## src/hdl/ffs_defs.svh

```systemverilog
// constants for the flag status register and command decoder
`ifndef FFS_DEFS_SVH
`define FFS_DEFS_SVH
// -------------------------------------------------------------
// flag bit positions
// -------------------------------------------------------------
`define FFS_BIT_READY    7
`define FFS_BIT_ESUSP    6
`define FFS_BIT_ERASE    5
`define FFS_BIT_PROG     4
`define FFS_BIT_SUPPLY   3
`define FFS_BIT_PSUSP    2
`define FFS_BIT_PROT     1
`define FFS_RST_READY    1'b1
`define FFS_RST_ERR      4'h0
// -------------------------------------------------------------
// command codes
// -------------------------------------------------------------
`define FFS_CMD_RD_FLAGS 8'h70
`define FFS_CMD_CLR      8'h50
`define FFS_CMD_RD_ID    8'hAF
`define FFS_CMD_RD_NVCR  8'hB5
`define FFS_CMD_FAST     8'h0B
`define FFS_CMD_DOUT     8'h3B
`define FFS_CMD_QOUT     8'h6B
`define FFS_CMD_DIO      8'hBB
`define FFS_CMD_QIO      8'hEB
`define FFS_CMD_PP       8'h02
`define FFS_CMD_DPP      8'hA2
`define FFS_CMD_XDPP     8'hD2
`define FFS_CMD_QPP      8'h32
`define FFS_CMD_XQPP     8'h12
`define FFS_CMD_SSE      8'h20
`define FFS_CMD_SE       8'hD8
`define FFS_CMD_BE       8'hC7
`define FFS_CMD_OTP_PGM  8'h42
// -------------------------------------------------------------
// frame counts
// -------------------------------------------------------------
`define FFS_CMD_BITS     5'h08
`define FFS_ADDR_BITS    5'h18
`define FFS_DUMMY_STD    4'h8
`define FFS_DUMMY_QUAD   4'hA
`define FFS_ID_BYTES     2'h3
`define FFS_ID_VALUE     24'h5AC301
`endif

```

## src/hdl/ffs_pkg.sv

```systemverilog
// types shared by the flag status and command decoder files
package ffs_pkg;
  typedef enum logic [5:0] {
    ST_IDLE  = 6'b000001,
    ST_CMD   = 6'b000010,
    ST_ADDR  = 6'b000100,
    ST_DUMMY = 6'b001000,
    ST_DOUT  = 6'b010000,
    ST_SKIP  = 6'b100000
  } ffs_state_t;
  typedef enum logic [3:0] {
    OP_NONE  = 4'h0,
    OP_RDFLG = 4'h1,
    OP_CLR   = 4'h2,
    OP_RDID  = 4'h3,
    OP_RDNV  = 4'h4,
    OP_FAST  = 4'h5,
    OP_DOUT  = 4'h6,
    OP_QOUT  = 4'h7,
    OP_DIO   = 4'h8,
    OP_QIO   = 4'h9,
    OP_PE    = 4'hA
  } ffs_op_t;
endpackage

```

## src/hdl/ffs_sync.sv

```systemverilog
// two-stage synchroniser for pin inputs
`timescale 1ns/1ps
module ffs_sync #(
  parameter int W = 1
) (
  input  wire logic         clk,
  input  wire logic         rst,
  input  wire logic [W-1:0] d,
  output logic      [W-1:0] q
);
  logic [W-1:0] meta_reg;
  // first stage feeds only the second
  always_ff @(posedge clk) begin
    if (rst) begin
      meta_reg <= '0;
      q        <= '0;
    end else begin
      meta_reg <= d;
      q        <= meta_reg;
    end
  end
endmodule

```

## src/hdl/ffs_sticky.sv

```systemverilog
// sticky error bits, set wins over clear
`timescale 1ns/1ps
module ffs_sticky #(
  parameter int W = 1
) (
  input  wire logic         clk,
  input  wire logic         rst,
  input  wire logic [W-1:0] set,
  input  wire logic         clr,
  output logic      [W-1:0] q
);
  logic [W-1:0] q_next;
  // an event in the clearing cycle is kept
  assign q_next = set | (q & {W{~clr}});
  always_ff @(posedge clk) begin
    if (rst) begin
      q <= '0;
    end else begin
      q <= q_next;
    end
  end
endmodule

```

## src/hdl/ffs_top.sv

```systemverilog
// flag status register and serial command decoder
`timescale 1ns/1ps
`include "ffs_defs.svh"
module ffs_top
  import ffs_pkg::*;
(
  input  wire logic        CLK,
  input  wire logic        RST,
  input  wire logic        SCK,
  input  wire logic        CS_N,
  input  wire logic [3:0]  DQ_IN,
  output logic      [3:0]  DQ_OUT,
  output logic      [3:0]  DQ_OE_N,
  input  wire logic        PROTO_DUAL,
  input  wire logic        PROTO_QUAD,
  input  wire logic [3:0]  DUMMY_CYCLES,
  input  wire logic [15:0] NVCR,
  input  wire logic        PE_BUSY,
  input  wire logic        REG_WR_BUSY,
  input  wire logic        ERASE_SUSP,
  input  wire logic        PROG_SUSP,
  input  wire logic        ERASE_FAIL,
  input  wire logic        PROG_FAIL,
  input  wire logic        PROG_ZERO_TO_ONE,
  input  wire logic        PROG_SUPPLY_HIGH_LEVEL,
  input  wire logic        PROG_PATTERN_64,
  input  wire logic        SUPPLY_INVALID,
  input  wire logic        PROT_FAULT,
  input  wire logic        OTP_LOCKED_PROG,
  output logic [7:0]       FLAGS,
  output logic             CMD_VALID,
  output logic [3:0]       CMD_OP,
  output logic [23:0]      CMD_ADDR,
  output logic             CMD_REJECT
);
  // -------------------------------------------------------------
  // pin sampling
  // -------------------------------------------------------------
  logic [5:0]  pins_s;
  logic        sck_s;
  logic        cs_n_s;
  logic [3:0]  dq_s;
  logic        sck_prev_reg;
  wire         sck_rise = sck_s & ~sck_prev_reg;
  wire         sck_fall = ~sck_s & sck_prev_reg;

  // select rides inverted so a cleared stage reads deselected
  ffs_sync #(.W(6)) u_sync (
    .clk (CLK),
    .rst (RST),
    .d   ({SCK, ~CS_N, DQ_IN}),
    .q   (pins_s)
  );
  assign sck_s  = pins_s[5];
  assign cs_n_s = ~pins_s[4];
  assign dq_s   = pins_s[3:0];

  // -------------------------------------------------------------
  // flag register
  // -------------------------------------------------------------
  logic        rdy_reg;
  logic        esusp_reg;
  logic        psusp_reg;
  logic [3:0]  err_q;
  logic [3:0]  err_set;
  logic        clr_err;
  logic        clr_pend_reg;
  wire         err_any = |err_q;

  // ready follows program/erase only; register writes ignored
  always_ff @(posedge CLK) begin
    if (RST) begin
      rdy_reg   <= `FFS_RST_READY;
      esusp_reg <= 1'b0;
      psusp_reg <= 1'b0;
    end else begin
      rdy_reg   <= ~PE_BUSY;
      esusp_reg <= ERASE_SUSP;
      psusp_reg <= PROG_SUSP;
    end
  end

  // error causes, order erase, program, supply, protection
  assign err_set[3] = ERASE_FAIL;
  assign err_set[2] = PROG_FAIL | (PROG_ZERO_TO_ONE
                    & PROG_SUPPLY_HIGH_LEVEL
                    & PROG_PATTERN_64);
  assign err_set[1] = SUPPLY_INVALID & PE_BUSY;
  assign err_set[0] = PROT_FAULT | OTP_LOCKED_PROG;

  ffs_sticky #(.W(4)) u_err (
    .clk (CLK),
    .rst (RST),
    .set (err_set),
    .clr (clr_err),
    .q   (err_q)
  );

  // bit 0 is reserved and reads zero
  assign FLAGS = {rdy_reg, esusp_reg, err_q[3], err_q[2],
                  err_q[1], psusp_reg, err_q[0], 1'b0};

  // -------------------------------------------------------------
  // lane widths and decode
  // -------------------------------------------------------------
  ffs_state_t  state_reg;
  ffs_op_t     op_reg;
  ffs_op_t     dec_op;
  logic [23:0] in_reg;
  logic [4:0]  cnt_reg;
  logic [3:0]  dum_reg;
  logic [7:0]  osh_reg;
  logic [3:0]  obits_reg;
  logic [1:0]  idx_reg;

  wire         is_quad = PROTO_QUAD;
  wire         is_dual = PROTO_DUAL & ~PROTO_QUAD;
  wire         is_ext  = ~is_quad & ~is_dual;
  wire [2:0]   cmd_ln  = is_quad ? 3'h4 : (is_dual ? 3'h2 : 3'h1);
  wire [2:0]   addr_ln = (op_reg == OP_QIO) ? 3'h4 :
                         (op_reg == OP_DIO) ? 3'h2 : cmd_ln;
  wire [2:0]   ln      = (state_reg == ST_ADDR) ? addr_ln : cmd_ln;

  // msb first; lane count set by protocol, or by the dual/quad io op in the address phase
  wire [23:0]  in_next = (ln == 3'h4) ? {in_reg[19:0], dq_s} :
                         (ln == 3'h2) ? {in_reg[21:0], dq_s[1:0]} :
                                        {in_reg[22:0], dq_s[0]};
  wire [4:0]   cnt_next = cnt_reg + {2'b00, ln};
  wire [7:0]   cb       = in_next[7:0];

  wire         cb_pe = (cb == `FFS_CMD_PP)  || (cb == `FFS_CMD_DPP) ||
                       (cb == `FFS_CMD_XDPP) || (cb == `FFS_CMD_QPP) ||
                       (cb == `FFS_CMD_XQPP) || (cb == `FFS_CMD_SSE) ||
                       (cb == `FFS_CMD_SE)  || (cb == `FFS_CMD_BE)  ||
                       (cb == `FFS_CMD_OTP_PGM);

  // protocol-dependent code table; unknown codes fall to none
  assign dec_op =
    (cb == `FFS_CMD_RD_FLAGS)            ? OP_RDFLG :
    (cb == `FFS_CMD_CLR)                 ? OP_CLR   :
    (cb == `FFS_CMD_RD_ID && !is_ext)    ? OP_RDID  :
    (cb == `FFS_CMD_RD_NVCR)             ? OP_RDNV  :
    (cb == `FFS_CMD_FAST)  ? (is_dual ? OP_DIO :
                              is_quad ? OP_QIO : OP_FAST) :
    (cb == `FFS_CMD_DOUT && !is_quad)    ? (is_dual ? OP_DIO
                                                    : OP_DOUT) :
    (cb == `FFS_CMD_QOUT && !is_dual)    ? (is_quad ? OP_QIO
                                                    : OP_QOUT) :
    (cb == `FFS_CMD_DIO && !is_quad)     ? OP_DIO   :
    (cb == `FFS_CMD_QIO && !is_dual)     ? OP_QIO   :
    cb_pe                                ? OP_PE    : OP_NONE;

  wire         dec_out  = (dec_op == OP_RDFLG) || (dec_op == OP_RDID) ||
                          (dec_op == OP_RDNV);
  wire         dec_read = (dec_op >= OP_FAST) && (dec_op <= OP_QIO);
  // zero selects the default dummy count of the protocol
  wire [3:0]   dum_sel  = (DUMMY_CYCLES != 4'h0) ? DUMMY_CYCLES :
                          is_quad ? `FFS_DUMMY_QUAD : `FFS_DUMMY_STD;

  // -------------------------------------------------------------
  // output byte selection
  // -------------------------------------------------------------
  wire [1:0]   idx_next = (idx_reg == 2'h3) ? 2'h3 : idx_reg + 2'h1;
  wire [23:0]  id_word  = `FFS_ID_VALUE;  // arbitrary value
  wire [7:0]   nv_byte  = (idx_next == 2'h1) ? NVCR[15:8] : 8'h00;
  wire [7:0]   id_byte  = (idx_next == 2'h1) ? id_word[15:8] :
                          (idx_next == 2'h2) ? id_word[7:0]  : 8'h00;
  wire [7:0]   nxt_byte = (op_reg == OP_RDFLG) ? FLAGS :
                          (op_reg == OP_RDNV)  ? nv_byte : id_byte;
  wire [7:0]   first_b  = (dec_op == OP_RDFLG) ? FLAGS :
                          (dec_op == OP_RDNV)  ? NVCR[7:0] :
                                                 id_word[23:16];
  // single lane answers on DQ1, wider ones from DQ0 up
  wire [3:0]   pin_val  = (cmd_ln == 3'h4) ? osh_reg[7:4] :
                          (cmd_ln == 3'h2) ? {2'b00, osh_reg[7:6]} :
                                             {2'b00, osh_reg[7], 1'b0};
  wire [3:0]   pin_oe_n = (cmd_ln == 3'h4) ? 4'h0 :
                          (cmd_ln == 3'h2) ? 4'hC : 4'hD;
  wire [3:0]   obits_nx = obits_reg + {1'b0, cmd_ln};
  wire         byte_end = (obits_nx == 4'h8);
  wire         id_done  = (op_reg == OP_RDID) &&
                          (idx_reg == `FFS_ID_BYTES);

  // -------------------------------------------------------------
  // frame sequencer
  // -------------------------------------------------------------
  always_ff @(posedge CLK) begin
    if (RST) begin
      sck_prev_reg <= 1'b0;
    end else begin
      sck_prev_reg <= sck_s;
    end
  end

  // chip select high ends every frame and releases the lines
  always_ff @(posedge CLK) begin
    if (RST) begin
      state_reg    <= ST_IDLE;
      op_reg       <= OP_NONE;
      in_reg       <= 24'h000000;
      cnt_reg      <= 5'h00;
      dum_reg      <= 4'h0;
      clr_pend_reg <= 1'b0;
    end else if (cs_n_s) begin
      state_reg    <= ST_IDLE;
      clr_pend_reg <= 1'b0;
    end else begin
      case (state_reg)
        ST_IDLE: begin
          state_reg <= ST_CMD;
          cnt_reg   <= 5'h00;
          op_reg    <= OP_NONE;
        end
        ST_CMD: begin
          if (sck_rise) begin
            in_reg  <= in_next;
            cnt_reg <= cnt_next;
            if (cnt_next == `FFS_CMD_BITS) begin
              op_reg  <= dec_op;
              cnt_reg <= 5'h00;
              // register commands answer with no address
              if (dec_out) begin
                state_reg <= ST_DOUT;
              end else if (dec_read) begin
                state_reg <= ST_ADDR;
              end else begin
                state_reg    <= ST_SKIP;
                clr_pend_reg <= (dec_op == OP_CLR);
              end
            end
          end
        end
        ST_ADDR: begin
          if (sck_rise) begin
            in_reg  <= in_next;
            cnt_reg <= cnt_next;
            if (cnt_next == `FFS_ADDR_BITS) begin
              state_reg <= ST_DUMMY;
              dum_reg   <= dum_sel;
            end
          end
        end
        ST_DUMMY: begin
          if (sck_rise) begin
            dum_reg <= dum_reg - 4'h1;
            if (dum_reg == 4'h1) begin
              state_reg <= ST_SKIP;
            end
          end
        end
        ST_DOUT: begin
          state_reg <= ST_DOUT;
        end
        ST_SKIP: begin
          state_reg <= ST_SKIP;
        end
        default: begin
          state_reg <= ST_IDLE;
        end
      endcase
    end
  end

  // clear acts only when the frame closes after a whole code
  assign clr_err = cs_n_s & clr_pend_reg;

  // -------------------------------------------------------------
  // command report to the array controller
  // -------------------------------------------------------------
  wire         pe_hit   = (state_reg == ST_CMD) && sck_rise &&
                          (cnt_next == `FFS_CMD_BITS) &&
                          (dec_op == OP_PE);
  wire         read_hit = (state_reg == ST_DUMMY) && sck_rise &&
                          (dum_reg == 4'h1) && !cs_n_s;

  // a pending error marks a new program/erase command as refused; reads are never refused
  always_ff @(posedge CLK) begin
    if (RST) begin
      CMD_VALID  <= 1'b0;
      CMD_OP     <= 4'h0;
      CMD_ADDR   <= 24'h000000;
      CMD_REJECT <= 1'b0;
    end else begin
      CMD_VALID <= (pe_hit && !cs_n_s) || read_hit;
      if ((pe_hit && !cs_n_s) || read_hit) begin
        CMD_OP     <= pe_hit ? OP_PE : op_reg;
        CMD_ADDR   <= pe_hit ? 24'h000000 : in_reg;
        CMD_REJECT <= pe_hit & err_any;
      end
    end
  end

  // -------------------------------------------------------------
  // data output, shifted on falling serial clock
  // -------------------------------------------------------------
  always_ff @(posedge CLK) begin
    if (RST) begin
      osh_reg   <= 8'h00;
      obits_reg <= 4'h0;
      idx_reg   <= 2'h0;
      DQ_OUT    <= 4'h0;
      DQ_OE_N   <= 4'hF;
    end else if (state_reg != ST_DOUT || cs_n_s) begin
      DQ_OE_N   <= 4'hF;
      obits_reg <= 4'h0;
      idx_reg   <= 2'h0;
      if (state_reg == ST_CMD) begin
        osh_reg <= first_b;
      end
    end else if (sck_fall) begin
      DQ_OUT  <= pin_val;
      DQ_OE_N <= id_done ? 4'hF : pin_oe_n;
      if (byte_end) begin
        // flags repeat for as long as the host clocks
        osh_reg   <= nxt_byte;
        obits_reg <= 4'h0;
        idx_reg   <= idx_next;
      end else begin
        osh_reg   <= osh_reg << cmd_ln;
        obits_reg <= obits_nx;
      end
    end
  end

  // -------------------------------------------------------------
  // checks
  // -------------------------------------------------------------
  AST_READY_BUSY: assert property (
    @(posedge CLK) disable iff (RST)
    PE_BUSY ##1 PE_BUSY |-> !FLAGS[`FFS_BIT_READY])
    else $error("ready bit high while busy");
  AST_REGWR_READY: assert property (
    @(posedge CLK) disable iff (RST)
    (REG_WR_BUSY && !PE_BUSY) |=> FLAGS[`FFS_BIT_READY])
    else $error("register write changed ready bit");
  AST_SUSP_AUTO: assert property (
    @(posedge CLK) disable iff (RST)
    (!ERASE_SUSP && !PROG_SUSP) |=>
    !FLAGS[`FFS_BIT_ESUSP] && !FLAGS[`FFS_BIT_PSUSP])
    else $error("suspend bit did not clear");
  AST_ESUSP: assert property (
    @(posedge CLK) disable iff (RST)
    $rose(ERASE_SUSP) |=> FLAGS[`FFS_BIT_ESUSP])
    else $error("erase suspend not shown");
  AST_PSUSP: assert property (
    @(posedge CLK) disable iff (RST)
    $rose(PROG_SUSP) |=> FLAGS[`FFS_BIT_PSUSP])
    else $error("program suspend not shown");
  AST_ERASE_ERR: assert property (
    @(posedge CLK) disable iff (RST)
    ERASE_FAIL |=> FLAGS[`FFS_BIT_ERASE])
    else $error("erase error not set");
  AST_PROG_ERR: assert property (
    @(posedge CLK) disable iff (RST)
    (PROG_ZERO_TO_ONE && PROG_SUPPLY_HIGH_LEVEL && PROG_PATTERN_64)
    |=> FLAGS[`FFS_BIT_PROG])
    else $error("program error not set");
  AST_SUPPLY_ERR: assert property (
    @(posedge CLK) disable iff (RST)
    (SUPPLY_INVALID && PE_BUSY) |=> FLAGS[`FFS_BIT_SUPPLY])
    else $error("supply error not set");
  AST_PROT_ERR: assert property (
    @(posedge CLK) disable iff (RST)
    OTP_LOCKED_PROG |=> FLAGS[`FFS_BIT_PROT])
    else $error("protection error not set");
  AST_ERR_HOLD: assert property (
    @(posedge CLK) disable iff (RST)
    (FLAGS[`FFS_BIT_ERASE] && !clr_err) |=> FLAGS[`FFS_BIT_ERASE])
    else $error("error bit dropped without clear");
  AST_REJECT: assert property (
    @(posedge CLK) disable iff (RST)
    (pe_hit && !cs_n_s && err_any) |=> CMD_VALID && CMD_REJECT)
    else $error("command under error not refused");
  AST_RSVD_ZERO: assert property (
    @(posedge CLK) disable iff (RST)
    (state_reg == ST_SKIP) |=> (DQ_OE_N == 4'hF) && !FLAGS[0])
    else $error("skip frame drove lines");
endmodule

```

## config.mk

```make
export PLATFORM = sky130hd
export DESIGN_NAME = ffs_top
export DESIGN_NICKNAME = d
export VERILOG_FILES = /design/src/hdl/ffs_pkg.sv /design/src/hdl/ffs_sync.sv /design/src/hdl/ffs_sticky.sv /design/src/hdl/ffs_top.sv
export VERILOG_INCLUDE_DIRS = /design/src /design/src/hdl
export SDC_FILE = /design/constraint.sdc
export NUM_CORES = 1
export LEC_CHECK = 0
export ABC_AREA = 1
export CAP_MARGIN = 0
export CORE_MARGIN = 2
export CORE_UTILIZATION = 69
export CTS_CLUSTER_DIAMETER = 80
export DETAILED_ROUTE_END_ITERATION = 10
export DONT_BUFFER_PORTS = 1
export GPL_TIMING_DRIVEN = 0
export HOLD_SLACK_MARGIN = 0.08
export PLACE_DENSITY = 0.89
export SLEW_MARGIN = 20
export SYNTH_ARGS = -nofsm -noshare
export SYNTH_HDL_FRONTEND = slang
export SYNTH_SLANG_ARGS = --single-unit
```

## constraint.sdc

```tcl
create_clock -name CLK -period 9 [get_ports CLK]
set_input_delay 0.45 -clock CLK [delete_from_list [all_inputs] [get_ports CLK]]
set_output_delay 0.45 -clock CLK [all_outputs]
set_load 0.02 [all_outputs]
```

---- Word-level counts from Yosys, hierarchy flattened ----
Index checks and enable logic that the tools add are counted.
word-level totals
  flip-flop bits (word level) ............. 116
  bits in latches ......................... 0
  memory bits (writable) .................. 0
  ROM bits ................................ 0
  bits of input ports ..................... 42
  output and inout bits ................... 46
  word-level logic and storage cells ...... 216
  memories kept ........................... 0
cells by class
  $add $sub $neg .......................... 4
  multipliers ............................. 0
  div/mod/pow operators ................... 0
  $lt $le $gt $ge ......................... 2
  eq/ne operators ......................... 53
  shift-type cells ........................ 1
  muxes and demuxes ....................... 63
  bitwise gates (word level) .............. 24
  reductions and logical operators ........ 47
operator list
  kind                                                              count
  4-bit 2-to-1 mux                                                  25
  8-bit 2-to-1 mux                                                  10
  24-bit 2-to-1 mux                                                 3
  8-bit == test (second input constant)                             8
  6-bit 2-to-1 mux                                                  8
  6-bit one-hot mux with 6 select lines                             1
  8-bit by 7-bit == test with 1-bit output (second input constant)  4
  8-bit by 6-bit == test with 1-bit output (second input constant)  3
  4-bit == test (second input constant)                             4
  4-bit one-hot mux with 2 select lines                             2
  5-bit 2-to-1 mux                                                  3
  5-bit one-hot mux with 3 select lines                             1
  1-bit logical AND                                                 14
  4-bit by 1-bit == test with 1-bit output (second input constant)  3
  4-bit by 2-bit == test with 1-bit output (second input constant)  3
  1-bit logical OR                                                  12
  3-bit 2-to-1 mux                                                  4
  2-bit inequality test (second input constant)                     6
  1-bit NOT                                                         11
  5-bit AND reduction                                               2
  1-bit AND                                                         9
  4-bit by 3-bit == test with 1-bit output (second input constant)  2
  8-bit by 2-bit == test with 1-bit output (second input constant)  1
  8-bit by 4-bit == test with 1-bit output (second input constant)  1
  other kinds (37)                                                  54

---- Longest topological paths before layout ----
  depth after elaboration ................. 36
  depth in mapped cells ................... 25

---- Cells and area by module ----
From an unflattened synthesis, not the netlist that was laid out.
second synthesis, totals
  cell total of the unflattened synthesis .. 935
  area, all modules ....................... 6354.8 um2
modules (own cells, without submodules)
  module      times used  cells an instance  area an instance (um2)  seq. area each (um2)
  ffs_top     1           881                5879.4                  1981.9
  ffs_sync    1           37                 341.6                   240.2
  ffs_sticky  1           17                 133.9                   80.1

---- Least setup slack after synthesis ----
No wires, ideal clock.
  path type ............................... reg-to-reg
  start ................................... register state_reg[5]
  end ..................................... register state_reg[5]
  setup time .............................. 0.073 ns
  arrival time ............................ 3.443 ns
  required time ........................... 8.927 ns
  path slack .............................. 5.483 ns
  cell stages (with the launch flop) ...... 22
  buffers on the path ..................... 2
  clock period less this slack ............ 3.517 ns
  cell sequence ........................... dfxtp_1 -> nor2_4 -> nand2_2 -> nor2_8 -> inv_2 -> nand2_1 -> nand2_2 -> inv_2 -> buf_4 -> clkbuf_1 -> ha_1 -> nand3_1 -> nand3_1 -> xor2_1 -> nor4_1 -> inv_1 -> nor2_1 -> nor2_1 -> or3b_2 -> nor3_1 -> nand4_1 -> a21oi_1
between the ends
  longest elaborated chain between the ends .. 31
  elaborated cells on any way between the ends .. 75
  classes of those cells .................. add/sub: 1; order compare: 2; eq/ne: 37; mux: 18; reduce/logical: 17
RTL lines
  element                                                                                            RTL line                        text
  start, declared                                                                                    ffs_top.sv:106                  ffs_state_t state_reg;
  start signal, assigned                                                                             ffs_top.sv:198                  state_reg <= ST_IDLE;
  start signal, assigned                                                                             ffs_top.sv:205                  state_reg <= ST_IDLE;
  start signal, assigned                                                                             ffs_top.sv:210                  state_reg <= ST_CMD;
  6-bit by 3-bit == test with 1-bit output                                                           ffs_top.sv:122, ffs_top.sv:208
  3-bit 2-to-1 mux                                                                                   ffs_top.sv:122                  wire [2:0] ln = (state_reg == ST_ADDR) ? addr_ln : cmd_ln;
  3-bit by 2-bit == test with 1-bit output                                                           ffs_top.sv:126                  (ln == 3'h2) ? {in_reg[21:0], dq_s[1:0]} :
  24-bit 2-to-1 mux                                                                                  ffs_top.sv:126
  24-bit 2-to-1 mux                                                                                  ffs_top.sv:125                  wire [23:0] in_next = (ln == 3'h4) ? {in_reg[19:0], dq_s} :
  8-bit by 2-bit == test with 1-bit output (no source line) / 8-bit == test (equally long branches)  n/a
  1-bit logical OR (8 in a row)                                                                      ffs_top.sv:131                  wire cb_pe = (cb == `FFS_CMD_PP) || (cb == `FFS_CMD_DPP) ||
  4-bit 2-to-1 mux                                                                                   ffs_top.sv:151                  cb_pe ? OP_PE : OP_NONE;
  [... 8 more ...]                                                                                   n/a
  4-bit 2-to-1 mux                                                                                   ffs_top.sv:139                  (cb == `FFS_CMD_RD_FLAGS) ? OP_RDFLG :
  4-bit by 3-bit >= comparator with 1-bit output (tied with other cells)                             ffs_top.sv:155                  wire dec_read = (dec_op >= OP_FAST) && (dec_op <= OP_QIO);
  1-bit logical AND / 1-bit logical OR (equally long branches)                                       ffs_top.sv:155, ffs_top.sv:153
  6-bit 2-to-1 mux / 1-bit logical OR (equally long branches)                                        ffs_top.sv:224, ffs_top.sv:153
  6-bit 2-to-1 mux                                                                                   ffs_top.sv:222                  if (dec_out) begin
  6-bit 2-to-1 mux                                                                                   ffs_top.sv:218                  if (cnt_next == `FFS_CMD_BITS) begin
  6-bit 2-to-1 mux                                                                                   ffs_top.sv:215                  if (sck_rise) begin
  6-bit one-hot mux with 6 select lines                                                              ffs_top.sv:208                  case (state_reg)
Parallel ways exist; a longest one is shown, timed or not. The select of a mux whose other input is x is not followed.
A chain may end at the register's enable or synchronous reset.

---- Final worst setup path ----
  start ................................... register state_reg[4]
  end ..................................... register state_reg[5]
Same word-level chain as after synthesis.

==> reports/results.tsv <==
metric	value	unit
outcome	finished clean	
synth warn	0	
max-cap violations	0	
post-CTS setup buffers	0	
final setup TNS	0	ns
Crit Path Max Fanout	10	
Residual DRC	0	
Pint	921	uW
CP peak stage delay	0.52	ns
crit path DAT	4.88	ns
antenna viol nets, final	0	
number of vias per cell	6.29	
crit path launch type	flop	
Tot GR Track Use	38.1	%
io pins	88	
initial drt markers	589	
leading cell type in the layout, fill and taps excluded	nand2_1	
GPL Wtd Cong	0.916	
# setup viols final	0	
hold_ws	0.0854	ns
DRT Pass-1 Iters	7	
Switching Share	25.6	%
share of cells above drive strength 1	11.1	%
Final #Nets	959	
initial antenna violation count	0	
clock power share	52.0	%
critical path's slowest cell	or3b_2	
post_cts resized	0	
Worst EP required	9.46	ns
final clock skew	0.00986	ns
CTS tree	built	
Pleak	0.00289	uW
CTS root buffer	clkbuf_8	
n_diodes	0	
chip width	98.2	um
Psw	317	uW
Worst-Skew Late Latency	0.53	ns
Core Rows	34	
die area	9640	um^2
fin crit period	4.42	ns
count of cell types in the netlist	52	
Slew Limit Fails	0	
CTS Buf Count	17	
GRT overflow	0	
number of synthesized flops with an enable pin	0	
RSZ-0062 raised after global routing	false	
clock-pin slew on the worst setup and hold paths	0.06	ns
Peak VDD IR	0.122	mV
Avg Inst Size Synth	6.99	um^2
die height	98.2	um
final hold violations	0	
Worst-Margin Slew	1.08	ns
sequential fraction of the synthesis area	37.6	%
crit-path cells	nor2_4 > nand2_2 > nor2_8 > inv_2 > nand2_1 > nand2_2 > inv_2 > buf_4 > clkbuf_1 > ha_1 > nand2_1 > nand3_1 > xor2_1 > nor4_1 > inv_1 > nor2_1 > nor2_1 > or3b_2 > nor3_1 > nand4_1 > a21oi_1	
vias in the first global route	6305	
CP Class	reg2reg	
WL/cell	17.7	um
filler cell count	605	
syn nets	928	
initial core utilization	70.5	%
fmax	0.226	GHz
Logic pwr share	6.1	%
Area Overhead vs Synth	13.6	%
Cell Area, Synth	6120	um^2
H-tree depth	4	
DR vias	6465	
Sequential Power Share	42.0	%
dpl hpwl	12.8	mm
Tcrit/Tclk final	49.1	%
asr flop ratio synth	0	%
pwr/cell area	178	nW/um^2
Mapped Cells	876	
Reg area	2300	um^2
CP Capture Type	flop	
Worst Path Buf+Inv	5	
IO buf count	0	
Multi-input gate area	3190	um^2
core area	8680	um^2
first-pass GRT wire length	29.5	mm
final WL	18.2	mm
largest net degree at the start of global routing	17	
# clock sinks	115	
#FFs+latches synth	115	
main flop type after synthesis	dfxtp_1	
CTS max path bufs	2	
most frequent cells in the layout	nand2_1, dfxtp_1, inv_1, nor2_1, o21ai_0	
slew margin rel.	27.4	%
Hold Path Class	in2reg	
delay-heaviest family, CP	simple AND/OR/NAND/NOR gates	
-- synthesized netlist by cell type, drive strengths merged (5+ instances only) --
library cell / n / area (um^2)
a31oi: 25 / 156
dfxtp: 115 / 2300
o211ai: 12 / 90.1
nand2: 208 / 831
inv: 109 / 409
nor4: 6 / 37.5
o21ai: 78 / 402
nand3: 71 / 400
ha: 8 / 100
clkbuf: 16 / 60.1
o221ai: 5 / 43.8
buf: 19 / 149
a21oi: 58 / 305
nor3: 8 / 51.3
nor2: 94 / 419
a221oi: 7 / 61.3
-- path summary, 6_finish.rpt --
check                                     start                         to  slack [ns]  cells after the start
setup / recovery      state_reg[4]$_SDFFE_PP0P_  state_reg[5]$_SDFFE_PP0P_        4.58                     21
hold / removal           PROG_SUPPLY_HIGH_LEVEL      u_err.q[2]$_SDFF_PP0_        0.09                      2
setup reg to reg      state_reg[4]$_SDFFE_PP0P_  state_reg[5]$_SDFFE_PP0P_        4.58                     21
hold reg to reg   u_sync.meta_reg[0]$_SDFF_PP0_     u_sync.q[0]$_SDFF_PP0_        0.39                      2
-- per-layer routing --
metal | vias to the layer above | GRT usage, % | part of all wire, % | wire length, um
met5 | - | 0 | 0 | 0
met2 | 423 | 63.9 | 47 | 8640
met1 | 2942 | 43.0 | 37 | 6760
met4 | 0 | 22.1 | 5.6 | 1020
li1 | 2983 | - | - | -
met3 | 117 | 11.6 | 9.8 | 1790
-- worst register-to-register path, stage by stage (launching register included) --
cell and delay, ns:
dfxtp_1 0.35, nor2_4 0.14, nand2_2 0.11, nor2_8 0.15
inv_2 0.08, nand2_1 0.07, nand2_2 0.13, inv_2 0.12
buf_4 0.18, clkbuf_1 0.44, ha_1 0.39, nand2_1 0.10
nand3_1 0.10, xor2_1 0.17, nor4_1 0.33, inv_1 0.08
nor2_1 0.20, nor2_1 0.08, or3b_2 0.52, nor3_1 0.31
nand4_1 0.15, a21oi_1 0.15
-- final cells by class --
class                   count  share of cell area (%)
plain buffers              35                    3.01
clock buffers              19                    6.36
clock inverters            13                    1.82
inverters                 112                    6.05
multi-input cells         614                    46.0
flip-flops and latches    115                    33.1
well taps                 108                    1.94
repair buffers             12                    1.73
-- through the flow --
| stage | setup slack (ns) | utilization [%] | cells | area [um^2] | total power, uW |
|---|---|---|---|---|---|
| floorplan | 5.48 | - | 876 | 6120 | 581 |
| global placement | 4.83 | 72.1 | 984 | 6250 | 596 |
| detailed placement | 4.72 | 72.1 | 984 | 6250 | 599 |
| CTS | 4.67 | 80.0 | 1028 | 6940 | 1230 |
| global route | 4.24 | 80.1 | 1028 | 6950 | 1270 |
| finish | 4.58 | 80.1 | 1028 | 6950 | 1240 |
-- timing repair --
item,in CTS,in global routing
hold endpoints to repair,12,0
hold buffers,12,0
endpoints found under the setup margin,0,0
-- power by group through the flow --
stage	Clock [uW]	Sequential [uW]	Combinational [uW]
detailed placement	0	531	67.6
global route	663	520	81.5
CTS	642	520	72.6
finish	643	520	75.1
global placement	0	531	65.7
floorplan	0	530	51.0
-- kinds of logic after synthesis --
kind of cell / share of synthesized area (%)
and+or+nand+nor: 29.6
buffers and inverters: 10.3
AOI/OAI and AO/OA: 19.2
adders and majority gates: 2.29
DFF: 37.6
xor gates and xnor gates: 1.00
other: 0.0613
Note: power is estimated with default switching activity, not from simulation.
